### config.mk
export PLATFORM = sky130hd
export DESIGN_NAME = background_debug_port
export DESIGN_NICKNAME = d
export VERILOG_FILES = /design/src/design/debug_port_pkg.sv /design/src/design/serial_tick_gen.sv /design/src/design/background_debug_port.sv
export SDC_FILE = /design/constraint.sdc
export NUM_CORES = 1
export LEC_CHECK = 0
export BUFFER_PORTS_ARGS = -buffer_cell sky130_fd_sc_hd__buf_2
export CORE_AREA = 2 2 137 139
export CTS_CLUSTER_DIAMETER = 80
export DETAILED_ROUTE_END_ITERATION = 12
export DIE_AREA = 0 0 139 141
export PLACE_DENSITY_LB_ADDON = 0.08
export SLEW_MARGIN = 0
export SYNTH_ARGS = -nofsm -noshare
export SYNTH_HDL_FRONTEND = slang
export SYNTH_SLANG_ARGS = --single-unit
### constraint.sdc
create_clock -name clk_sys -period 2.4 [get_ports clk_sys]
set_input_delay 0 -clock clk_sys [delete_from_list [all_inputs] [get_ports clk_sys]]
set_output_delay 0 -clock clk_sys [all_outputs]
set_load 0.01 [all_outputs]
### src/design/debug_port_pkg.sv
// Constants and types shared by the background debug command engine.
// Notes on behaviour
// - Serial bit clock is the VCO clock divided by eight.
// - Each command is an 8-bit opcode, then address and/or data words of 16 bits.
// - Every read command returns exactly sixteen bits.
// - Byte read: even address data in upper byte, odd address in lower.
// - Opcode 62 adds two to X, then reads word at new X.
// - Opcodes 63..67 read_program_counter_cmd, D, X, Y and stack pointer.
// - Opcode 42 adds two to X, then writes word at new X.
// - Opcodes 43..47 load PC, D, X, Y and stack pointer.
// - Opcode 08 resumes the user program; acknowledge on leaving background.
// - Opcode 0C runs the user program; acknowledge when background is re-entered.
// - Opcode 10 runs one instruction, returns, acknowledges on return.
// - Obsolete opcode 18 behaves exactly like resume.
// - Reads acknowledge when data is ready; writes when the write completes.
// - Auto-increment into debug space hits debug resources; firmware not writable.
// - System stop disables acknowledge; ignored commands get no pulse.
// - Run-until is not acknowledged if wait or stop comes first.
// - Acknowledge drives the pin low sixteen serial clocks, then a speed-up pulse.
// - Pulse starts no sooner than 32 serial clocks after command end.
// - Wait or stop before execution drops the pending command, unacknowledged.
package debug_port_pkg;
  localparam logic [7:0] OP_READ_NEXT = 8'h62;
  localparam logic [7:0] OP_READ_PROGRAM_COUNTER_CMD = 8'h63;
  localparam logic [7:0] OP_READ_D = 8'h64;
  localparam logic [7:0] OP_READ_X = 8'h65;
  localparam logic [7:0] OP_READ_Y = 8'h66;
  localparam logic [7:0] OP_READ_STACK_POINTER_CMD = 8'h67;
  localparam logic [7:0] OP_WRITE_NEXT = 8'h42;
  localparam logic [7:0] OP_WRITE_PROGRAM_COUNTER_CMD = 8'h43;
  localparam logic [7:0] OP_WRITE_D = 8'h44;
  localparam logic [7:0] OP_WRITE_X = 8'h45;
  localparam logic [7:0] OP_WRITE_Y = 8'h46;
  localparam logic [7:0] OP_WRITE_STACK_POINTER_CMD = 8'h47;
  localparam logic [7:0] OP_RESUME = 8'h08;
  localparam logic [7:0] OP_RUN_UNTIL = 8'h0c;
  localparam logic [7:0] OP_SINGLE_STEP = 8'h10;
  localparam logic [7:0] OP_TAG_RESUME = 8'h18;
  // Serial clock divide ratio from the VCO clock
  localparam int SERIAL_DIV = 8;
  localparam logic [2:0] SERIAL_DIV_LAST = 3'h7;
  // Acknowledge low time and least delay, in serial clocks
  localparam logic [5:0] ACK_LOW_TICKS = 6'h10;
  localparam logic [5:0] ACK_MIN_DELAY_TICKS = 6'h20;
  // Speed-up pulse length in system clocks
  localparam logic [2:0] SPEEDUP_CYCLES = 3'h2;
  localparam logic [15:0] X_STEP = 16'h0002;
  localparam logic [15:0] RESET_WORD = 16'h0000;
  // Debug resource window in the address map
  localparam logic [15:0] DEBUG_SPACE_BASE = 16'hff00;
  localparam logic [15:0] DEBUG_SPACE_MASK = 16'hff00;
  typedef enum logic [5:0] {
    ST_IDLE = 6'b000001,
    ST_BUS = 6'b000010,
    ST_USER = 6'b000100,
    ST_WAIT_MIN = 6'b001000,
    ST_ACK_LOW = 6'b010000,
    ST_SPEEDUP = 6'b100000
  } engine_state_t;
endpackage

### src/design/serial_tick_gen.sv
// Debug serial clock tick generator: VCO clock divided by eight.
`default_nettype none
module serial_tick_gen
  import debug_port_pkg::*;
(
  input wire logic clk_sys,
  input wire logic reset,
  input wire logic vco_clk_en,
  output logic serial_tick
);
  logic [2:0] div_count;

  always_ff @(posedge clk_sys) begin
    if (reset) begin
      div_count <= 3'h0;
      serial_tick <= 1'b0;
    end else begin
      serial_tick <= 1'b0;
      if (vco_clk_en) begin
        div_count <= div_count + 3'h1;
        serial_tick <= (div_count == SERIAL_DIV_LAST);
      end
    end
  end
endmodule
`default_nettype wire

### src/design/background_debug_port.sv
// Firmware command engine of the single-wire background debug port.
`default_nettype none
module background_debug_port
  import debug_port_pkg::*;
(
  input wire logic clk_sys,
  input wire logic reset,
  input wire logic vco_clk_en,
  input wire logic cmd_valid,
  input wire logic [7:0] cmd_opcode,
  input wire logic [15:0] cmd_data,
  input wire logic cmd_byte,
  input wire logic [15:0] cmd_addr,
  input wire logic ack_enable_set,
  input wire logic ack_enable_clear,
  input wire logic system_stop,
  input wire logic cpu_wait_stop,
  input wire logic bus_done,
  input wire logic [15:0] bus_rdata,
  input wire logic user_step_done,
  input wire logic background_entered,
  output logic cmd_ready,
  output logic bus_req,
  output logic bus_write,
  output logic [15:0] bus_addr,
  output logic [15:0] bus_wdata,
  output logic debug_space_sel,
  output logic user_run,
  output logic user_single_step,
  output logic [15:0] read_data,
  output logic read_data_valid,
  output logic ack_enable,
  output logic debug_serial_pin_out,
  output logic debug_serial_pin_oe
);
  engine_state_t state;
  logic serial_tick;
  logic [15:0] reg_pc, reg_d, reg_x, reg_y, reg_sp;
  logic [5:0] tick_count;
  logic [2:0] speed_count;
  logic is_read_next, is_write_next, is_read_reg, is_write_reg, is_go, is_until, is_step;
  logic in_debug_space, want_ack, bus_is_write, byte_access;
  logic [15:0] next_x;

  // ------------------------------------------------------------
  // Serial clock
  // ------------------------------------------------------------
  serial_tick_gen u_tick (
    .clk_sys(clk_sys),
    .reset(reset),
    .vco_clk_en(vco_clk_en),
    .serial_tick(serial_tick)
  );

  // ------------------------------------------------------------
  // Opcode decode
  // ------------------------------------------------------------
  // opcode classes
  assign is_read_next = (cmd_opcode == OP_READ_NEXT);
  assign is_write_next = (cmd_opcode == OP_WRITE_NEXT);
  assign is_read_reg = (cmd_opcode >= OP_READ_PROGRAM_COUNTER_CMD) && (cmd_opcode <= OP_READ_STACK_POINTER_CMD);
  assign is_write_reg = (cmd_opcode >= OP_WRITE_PROGRAM_COUNTER_CMD) && (cmd_opcode <= OP_WRITE_STACK_POINTER_CMD);
  assign is_go = (cmd_opcode == OP_RESUME) || (cmd_opcode == OP_TAG_RESUME);
  assign is_until = (cmd_opcode == OP_RUN_UNTIL);
  assign is_step = (cmd_opcode == OP_SINGLE_STEP);
  assign next_x = reg_x + X_STEP;
  assign in_debug_space = ((next_x & DEBUG_SPACE_MASK) == DEBUG_SPACE_BASE);
  assign want_ack = ack_enable && !system_stop;

  // ------------------------------------------------------------
  // Acknowledge enable
  // ------------------------------------------------------------
  // cleared at reset
  always_ff @(posedge clk_sys) begin
    if (reset) begin
      ack_enable <= 1'b0;
    end else if (ack_enable_set) begin
      ack_enable <= 1'b1;
    end else if (ack_enable_clear) begin
      ack_enable <= 1'b0;
    end
  end

  // ------------------------------------------------------------
  // Command sequencer
  // ------------------------------------------------------------
  // Commands are only taken in idle; a stop drops any pending one
  always_ff @(posedge clk_sys) begin
    if (reset) begin
      state <= ST_IDLE;
      tick_count <= 6'h0;
      speed_count <= 3'h0;
      bus_req <= 1'b0;
      bus_write <= 1'b0;
      bus_is_write <= 1'b0;
      byte_access <= 1'b0;
      bus_addr <= RESET_WORD;
      bus_wdata <= RESET_WORD;
      debug_space_sel <= 1'b0;
      user_run <= 1'b0;
      user_single_step <= 1'b0;
      read_data <= RESET_WORD;
      read_data_valid <= 1'b0;
      debug_serial_pin_out <= 1'b1;
      debug_serial_pin_oe <= 1'b0;
      cmd_ready <= 1'b0;
    end else begin
      read_data_valid <= 1'b0;
      user_single_step <= 1'b0;
      cmd_ready <= (state == ST_IDLE) && !cmd_valid;
      // Back in background: the program no longer runs
      if (background_entered || user_step_done) begin
        user_run <= 1'b0;
      end
      case (state)
        ST_IDLE: begin
          if (cmd_valid && !system_stop) begin
            tick_count <= 6'h0;
            cmd_ready <= 1'b0;
            if (is_read_next || is_write_next) begin
              bus_req <= 1'b1;
              bus_write <= is_write_next && !in_debug_space;
              bus_is_write <= is_write_next;
              bus_addr <= next_x;
              bus_wdata <= cmd_data;
              // Latched: the host may change the byte flag once taken
              byte_access <= cmd_byte;
              debug_space_sel <= in_debug_space;
              state <= ST_BUS;
            end else if (is_read_reg) begin
              case (cmd_opcode)
                OP_READ_PROGRAM_COUNTER_CMD: read_data <= reg_pc;
                OP_READ_D: read_data <= reg_d;
                OP_READ_X: read_data <= reg_x;
                OP_READ_Y: read_data <= reg_y;
                default: read_data <= reg_sp;
              endcase
              read_data_valid <= 1'b1;
              state <= want_ack ? ST_WAIT_MIN : ST_IDLE;
            end else if (is_write_reg) begin
              state <= want_ack ? ST_WAIT_MIN : ST_IDLE;
            end else if (is_go) begin
              user_run <= 1'b1;
              state <= want_ack ? ST_WAIT_MIN : ST_IDLE;
            end else if (is_until || is_step) begin
              user_run <= 1'b1;
              user_single_step <= is_step;
              state <= ST_USER;
            end
          end
        end
        ST_BUS: begin
          // wait or stop drops the command
          if (cpu_wait_stop || system_stop) begin
            bus_req <= 1'b0;
            bus_write <= 1'b0;
            state <= ST_IDLE;
          end else if (bus_done) begin
            bus_req <= 1'b0;
            bus_write <= 1'b0;
            if (!bus_is_write) begin
              if (byte_access) begin
                read_data <= bus_addr[0] ? {8'h00, bus_rdata[7:0]}
                                         : {bus_rdata[15:8], 8'h00};
              end else begin
                read_data <= bus_rdata;
              end
              read_data_valid <= 1'b1;
            end
            // ack once data ready or write done
            state <= want_ack ? ST_WAIT_MIN : ST_IDLE;
          end
        end
        ST_USER: begin
          // wait or stop cancels the ack
          if (cpu_wait_stop || system_stop) begin
            state <= ST_IDLE;
          end else if (background_entered || user_step_done) begin
            user_run <= 1'b0;
            state <= want_ack ? ST_WAIT_MIN : ST_IDLE;
          end
        end
        ST_WAIT_MIN: begin
          if (system_stop) begin
            state <= ST_IDLE;
          end else if (serial_tick) begin
            if (tick_count == ACK_MIN_DELAY_TICKS - 6'h1) begin
              tick_count <= 6'h0;
              debug_serial_pin_out <= 1'b0;
              debug_serial_pin_oe <= 1'b1;
              state <= ST_ACK_LOW;
            end else begin
              tick_count <= tick_count + 6'h1;
            end
          end
        end
        ST_ACK_LOW: begin
          if (serial_tick) begin
            if (tick_count == ACK_LOW_TICKS - 6'h1) begin
              debug_serial_pin_out <= 1'b1;
              speed_count <= 3'h0;
              state <= ST_SPEEDUP;
            end else begin
              tick_count <= tick_count + 6'h1;
            end
          end
        end
        ST_SPEEDUP: begin
          if (speed_count == SPEEDUP_CYCLES - 3'h1) begin
            debug_serial_pin_oe <= 1'b0;
            state <= ST_IDLE;
          end else begin
            speed_count <= speed_count + 3'h1;
          end
        end
        default: state <= ST_IDLE;
      endcase
    end
  end

  // ------------------------------------------------------------
  // CPU register file
  // ------------------------------------------------------------
  // register loads; X steps by two
  always_ff @(posedge clk_sys) begin
    if (reset) begin
      reg_pc <= RESET_WORD;
      reg_d <= RESET_WORD;
      reg_x <= RESET_WORD;
      reg_y <= RESET_WORD;
      reg_sp <= RESET_WORD;
    end else if (state == ST_IDLE && cmd_valid && !system_stop) begin
      if (is_read_next || is_write_next) begin
        reg_x <= next_x;
      end else begin
        case (cmd_opcode)
          OP_WRITE_PROGRAM_COUNTER_CMD: reg_pc <= cmd_data;
          OP_WRITE_D: reg_d <= cmd_data;
          OP_WRITE_X: reg_x <= cmd_data;
          OP_WRITE_Y: reg_y <= cmd_data;
          OP_WRITE_STACK_POINTER_CMD: reg_sp <= cmd_data;
          default: reg_pc <= reg_pc;
        endcase
      end
    end
  end

  // ------------------------------------------------------------
  // Checks
  // ------------------------------------------------------------
  // Serial ticks seen in the low phase; bound holds at any VCO rate
  logic [7:0] low_ticks;
  always_ff @(posedge clk_sys) begin
    if (reset || state != ST_ACK_LOW) begin
      low_ticks <= 8'h0;
    end else if (serial_tick) begin
      low_ticks <= low_ticks + 8'h1;
    end
  end
endmodule
`default_nettype wire

## After elaboration in Yosys (flattened, before gate mapping)

Cells that the tools add are included.

| word-level totals | value |
|---|---|
| latch bits | 0 |
| memories kept | 0 |
| memory bits (read-only) | 0 |
| RAM bits | 0 |
| logic and storage cells | 203 |
| output and inout bits | 58 |
| flip-flop bits (word level) | 159 |

| cells by class | value |
|---|---|
| reductions and logical operators | 38 |
| multiplexer cells | 81 |
| bitwise logic cells | 5 |
| equal/unequal tests | 46 |
| div/mod/pow operators | 0 |
| magnitude comparators | 4 |
| shift-type cells | 0 |
| multiply operators | 0 |
| add/subtract/negate cells | 4 |

Operators by type and width:

| cell | count |
|---|---|
| 2-to-1 mux 16 bit | 10 |
| 2-to-1 mux 6 bit | 22 |
| equality test 8 x 7 -> 1 bit, second input constant | 11 |
| one-hot mux 16 bit (4 select lines) | 1 |
| one-hot mux 6 bit (6 select lines) | 1 |
| 2-to-1 mux 1 bit | 34 |
| one-hot mux 16 bit (2 select lines) | 1 |
| inequality test 2 bit, second input constant | 12 |
| one-hot mux 6 bit (3 select lines) | 1 |
| adder 16 x 2 -> 16 bit, second input constant | 1 |
| equality test 8 x 4 -> 1 bit, second input constant | 2 |
| equality test 8 x 5 -> 1 bit, second input constant | 2 |
| greater-or-equal comparator 8 x 7 -> 1 bit, second input constant | 2 |
| <= comparator 8 x 7 -> 1 bit, second input constant | 2 |
| AND reduction 3 bit | 5 |
| equality test 6 x 4 -> 1 bit, second input constant | 2 |
| equality test 6 x 5 -> 1 bit, second input constant | 2 |
| one-hot mux 1 bit (2 select lines) | 6 |
| AND reduction 6 bit | 2 |
| nonzero test 2 bit | 6 |
| 2-to-1 mux 3 bit | 3 |
| inequality test 3 bit, second input constant | 3 |
| AND reduction 9 bit | 1 |
| equality test 8 bit, second input constant | 1 |
| other kinds (24) | 45 |

## Longest topological paths before layout

| logic depth | value |
|---|---|
| depth in word-level cells | 9 |
| gate-level depth with buffers | 9 |

## Modules after synthesis

Synthesis repeated with hierarchy kept, for this count alone.

| unflattened totals | value |
|---|---|
| cell total of the unflattened synthesis | 972 |
| area, all modules | 7,607.3 um^2 |

By module, submodules not included:

| module | cells each | area an instance (um^2) | times used |
|---|---|---|---|
| background_debug_port | 959 | 7,452.1 | 1 |
| serial_tick_gen | 13 | 155.1 | 1 |

## Worst setup path after synthesis

No wires, ideal clock.

| timing path | value |
|---|---|
| path kind | register to register |
| from | register state[3] |
| to | register reg_d[10] |
| path slack | 0.217 ns |
| data required time | 2.268 ns |
| stages on the path, launching flop included | 10 |
| arrival | 2.051 ns |
| cells stage by stage | dfxtp_1 > buf_2 > nor4_4 > nand4_2 > or2_4 > or3_1 > buf_2 > buf_2 > nand2_1 > a21oi_1 |

| on the way | value |
|---|---|
| cells in the longest elaborated chain, start to end | 4 |

Ends and longest elaborated chain:

| what | RTL line | RTL |
|---|---|---|
| from (decl) | background_debug_port.sv:36 | `engine_state_t state;` |
| from (signal assigned) | background_debug_port.sv:139 | `state <= want_ack ? ST_WAIT_MIN : ST_IDLE;` |
| from (signal assigned) | background_debug_port.sv:141 | `state <= want_ack ? ST_WAIT_MIN : ST_IDLE;` |
| from (signal assigned) | background_debug_port.sv:144 | `state <= want_ack ? ST_WAIT_MIN : ST_IDLE;` |
| equality test 6 x 1 -> 1 bit | background_debug_port.sv:232 | `end else if (state == ST_IDLE && cmd_valid && !system_stop) begin` |
| logical AND 1 bit (2 in series) | background_debug_port.sv:232 |  |
| AND reduction 3 bit (no source line) | - |  |
| to (signal assigned) | background_debug_port.sv:238 | `OP_WRITE_D: reg_d <= cmd_data;` |
| to (decl) | background_debug_port.sv:38 | `logic [15:0] reg_pc, reg_d, reg_x, reg_y, reg_sp;` |

No other way between the ends.
A chain may end at the register's enable or synchronous reset.

## Worst setup path after layout

| timing path | value |
|---|---|
| from | register reg_x[4] |
| to | register bus_write |

| on the way | value |
|---|---|
| cells in the longest elaborated chain, start to end | 7 |

Ends and longest elaborated chain:

| what | RTL line | RTL |
|---|---|---|
| from (decl) | background_debug_port.sv:38 |  |
| from (signal assigned) | background_debug_port.sv:234 | `reg_x <= next_x;` |
| from (signal assigned) | background_debug_port.sv:239 | `OP_WRITE_X: reg_x <= cmd_data;` |
| adder 16 x 2 -> 16 bit | background_debug_port.sv:66 | `assign next_x = reg_x + X_STEP;` |
| equality test 8 bit | background_debug_port.sv:67 | `assign in_debug_space = ((next_x & DEBUG_SPACE_MASK) == DEBUG_SPACE_BASE);` |
| zero test 1 bit | background_debug_port.sv:122 | `bus_write <= is_write_next && !in_debug_space;` |
| logical AND 1 bit | background_debug_port.sv:122 |  |
| 2-to-1 mux 1 bit | background_debug_port.sv:120 | `if (is_read_next \|\| is_write_next) begin` |
| 2-to-1 mux 1 bit | background_debug_port.sv:117 | `if (cmd_valid && !system_stop) begin` |
| one-hot mux 1 bit (2 select lines) | background_debug_port.sv:115 | `case (state)` |
| to (signal assigned) | background_debug_port.sv:122 |  |
| to (decl) | background_debug_port.sv:24 | `output logic bus_write,` |

No other way between the ends. The select of a mux whose other input is x is not followed.

==> flow_summary.toml <==
[outcome]
status = "complete, no violations"

[timing]
hold_ws_ns = 0.0363
period_share_pct = 92.2
hold_violations = 0
slew_violations = 0
skew_ns = 0.0106
finalSetupTns_ns = 0
finalSetupViolations = 0
worstMarginPinSlew_ns = 0.558
relSlewSlack_pct = 62.8
timing.final.crit_period_ns = 2.21
grt_setup_unrepaired = "false"
fmax_ghz = 0.452

[worst_setup_path]
critical_path_class = "reg -> reg"
required_ns = 2.71
cp_max_fo = 8
cp.arrival_ns = 2.53
cp-start-kind = "register"
rrSetupSlack_ns = 0.19
endpoint_kind = "register"
rr_endpoint = "bus_write"
ff2ff_path_depth = 7
reg2reg_from = "reg_x[4]"

[layout]
layout-drive-gt1-share_pct = 18.0
fillerInstances = 1829
fin_nets = 1243
area_growth_syn_to_layout_pct = 26.8
diodes = 0

[die]
core-area_mm2 = 0.0183
die_area_mm2 = 0.0196
die_width_um = 139
rows = 50
initial_core_util_pct = 41.9
pin_count = 126
die_h_um = 141

[route]
drt_iter0_markers = 404
vias_per_cell = 5.37
drc = 0
ant_nets = 0
drtPass1Iterations = 5
drt-wirelength-per-cell_um = 16.5
vias = 7594
route.final.wire_length_um = 23400

[synth]
yosysSeqAreaShare_pct = 41.6
synth.avg_cell_area_um2 = 7.53
yosysWarnings = 0
synth_top_area_share_pct = 41.6
postSynthCellCount = 1016
ys_types = 64
synth_fp_nets = 1090
synth_flop_cell = "dfxtp_1"
ys_ff_latch = 159
synth_area_leaders = "dfxtp_1, nand2_1, a21oi_1"
synth_edf_count = 0
netlist.top_cell.by_area = "dfxtp_1"
async_flop_share_pct = 0
mappedNetlistArea_mm2 = 0.00765

[grt]
grt_max_degree = 90
grt_remaining_overflow = 0
grt_pass1_vias = 6981
grt_pass1_wl_um = 37300
gr-usage-all-layers_pct = 23.9
antenna_found_initial = 0

[cts]
clk-insertion-delay-late_ns = 0.43
clk_path_buf_depth = 2
clock-sinks = 159
postCtsResizedCells = 0
cts_tree = "yes"
cts_buffers = 17
cts_setup_buffers = 0
htreeDepth = 4
clockRootBuffer = "clkbuf_16"
clkTransAtPathRegs_ns = 0.07
hold_buffers = 46

[job]
drv_cap = 0

[pwr]
powerDensity_mw_per_mm2 = 625
peakVddDrop_v = 0.000475
p_leak_nw = 3.62

[placed_design]
io_buffer_count = 109
dpl.hpwl_um = 15800
place.gp.congestion = 0.842

[worst_hold_path]
min_from = "system_stop"
min_to = "debug_serial_pin_oe"
hold_path.class = "in -> reg"
min_path_cells = 4
==> through the flow <==
stage	power (W)	utilization, %	setup WS (ns)	std cells	instance area (um^2)
after global placement	0.00312	47.1	0.281	1338	8610
after global routing	0.00626	53.1	0.103	1415	9700
after CTS	0.00611	53.1	0.224	1415	9700
final	0.00606	53.1	0.188	1415	9700
after floorplan	0.00294	-	0.217	1016	7650
after detailed placement	0.00312	47.1	0.266	1338	8610
==> flip-flops by register name (all words and copies together) (netlist names), 3 cells and up <==
register / count
reg_sp: 16
bus_addr: 16
reg_pc: 16
state: 6
bus_wdata: 16
tick_count: 6
speed_count: 3
reg_y: 16
read_data: 16
u_tick.div_count: 3
reg_x: 16
reg_d: 16
==> worst max-delay path, stage by stage, from the launching register on <==
cell and delay [ns]:
dfxtp_1 0.51, nand3_1 0.27, nor3_1 0.29, xnor2_1 0.19, nor4_1 0.38, buf_4 0.19, nor4_1 0.05, a31o_2 0.22
==> layout make-up <==
type / count / area [um^2] / share of cell area, %
flip-flops and latches: 159 / 3180 / 32.8
inverters: 6 / 22.5 / 0.232
multi-input cells: 778 / 4130 / 42.5
clock buffers: 20 / 437 / 4.50
well taps: 234 / 293 / 3.02
clock inverters: 11 / 190 / 1.96
repair buffers: 207 / 1450 / 14.9
==> layout by cell type, fill, tap and decap left out, types with 8 or more instances in the layout <==
master,netlist,routed
a211oi_1,8,8
a21oi_1,148,148
a311oi_1,18,18
and3_1,8,8
buf_2,13,108
buf_4,3,49
clkbuf_16,0,17
dfxtp_1,159,159
dlygate4sd3_1,0,46
nand2_1,258,258
nand2b_1,14,14
nand3_1,20,20
nor2_1,85,85
nor2b_1,10,10
nor3_1,14,14
o211ai_1,20,20
o21ai_0,52,52
xnor2_1,10,10
==> cells by family (layout without fill, tap and decap cells) <==
kind of cell,after synthesis,after routing,synth area share (%)
buffers and inverters,79,244,4.43
DFF,159,159,41.6
and+or+nand+nor,465,465,28.0
muxes,6,6,0.785
xor gates and xnor gates,17,17,1.95
adders and majority gates,6,6,0.982
AOI/OAI and AO/OA,284,284,22.2
==> per-layer routing <==
layer	share of wire [%]	wire length, um	global-route usage [%]
met2	47	10900	38.2
met3	5.0	1160	5.54
met4	1.2	288	6.33
met5	0	0	0
met1	47	11000	32.6
==> where the power goes <==
group	total [W]	internal (W)	switching, W	leakage (nW)
registers	0.00268	0.00266	0.0000139	1.28
logic	0.000442	0.000179	0.000263	2.03
clock network	0.00294	0.00184	0.00110	0.304
total	0.00606	0.00468	0.00138	3.62
==> worst max-delay path by stage <==
stage                       end          start  slack, ns  cells after the start
finish                bus_write       reg_x[4]       0.19                      7
CTS                 bus_addr[3]  cmd_opcode[4]       0.22                      8
global placement      bus_write       reg_x[9]       0.28                      7
global route           reg_x[6]  cmd_opcode[4]       0.10                      8
detailed placement     reg_x[9]       state[2]       0.27                      8
floorplan             reg_d[10]       state[3]       0.22                      9
==> synth_stat cells, types with 6 or more instances <==
library cell	count
buf_2	13
mux2i_1	6
a211oi_2	7
nor2b_1	10
ha_1	6
nor3_1	14
inv_1	6
nand2_1	258
a21oi_1	148
a311oi_1	18
xnor2_1	10
xor2_1	7
a211oi_1	8
dfxtp_1	159
or3_1	7
o21ai_0	52
o211ai_1	20
nand2b_1	14
nand3_1	20
nand4_1	6
o31ai_1	6
clkbuf_1	53
and3_1	8
nor2_1	85
No activity file was read; power rests on OpenSTA's default activity.
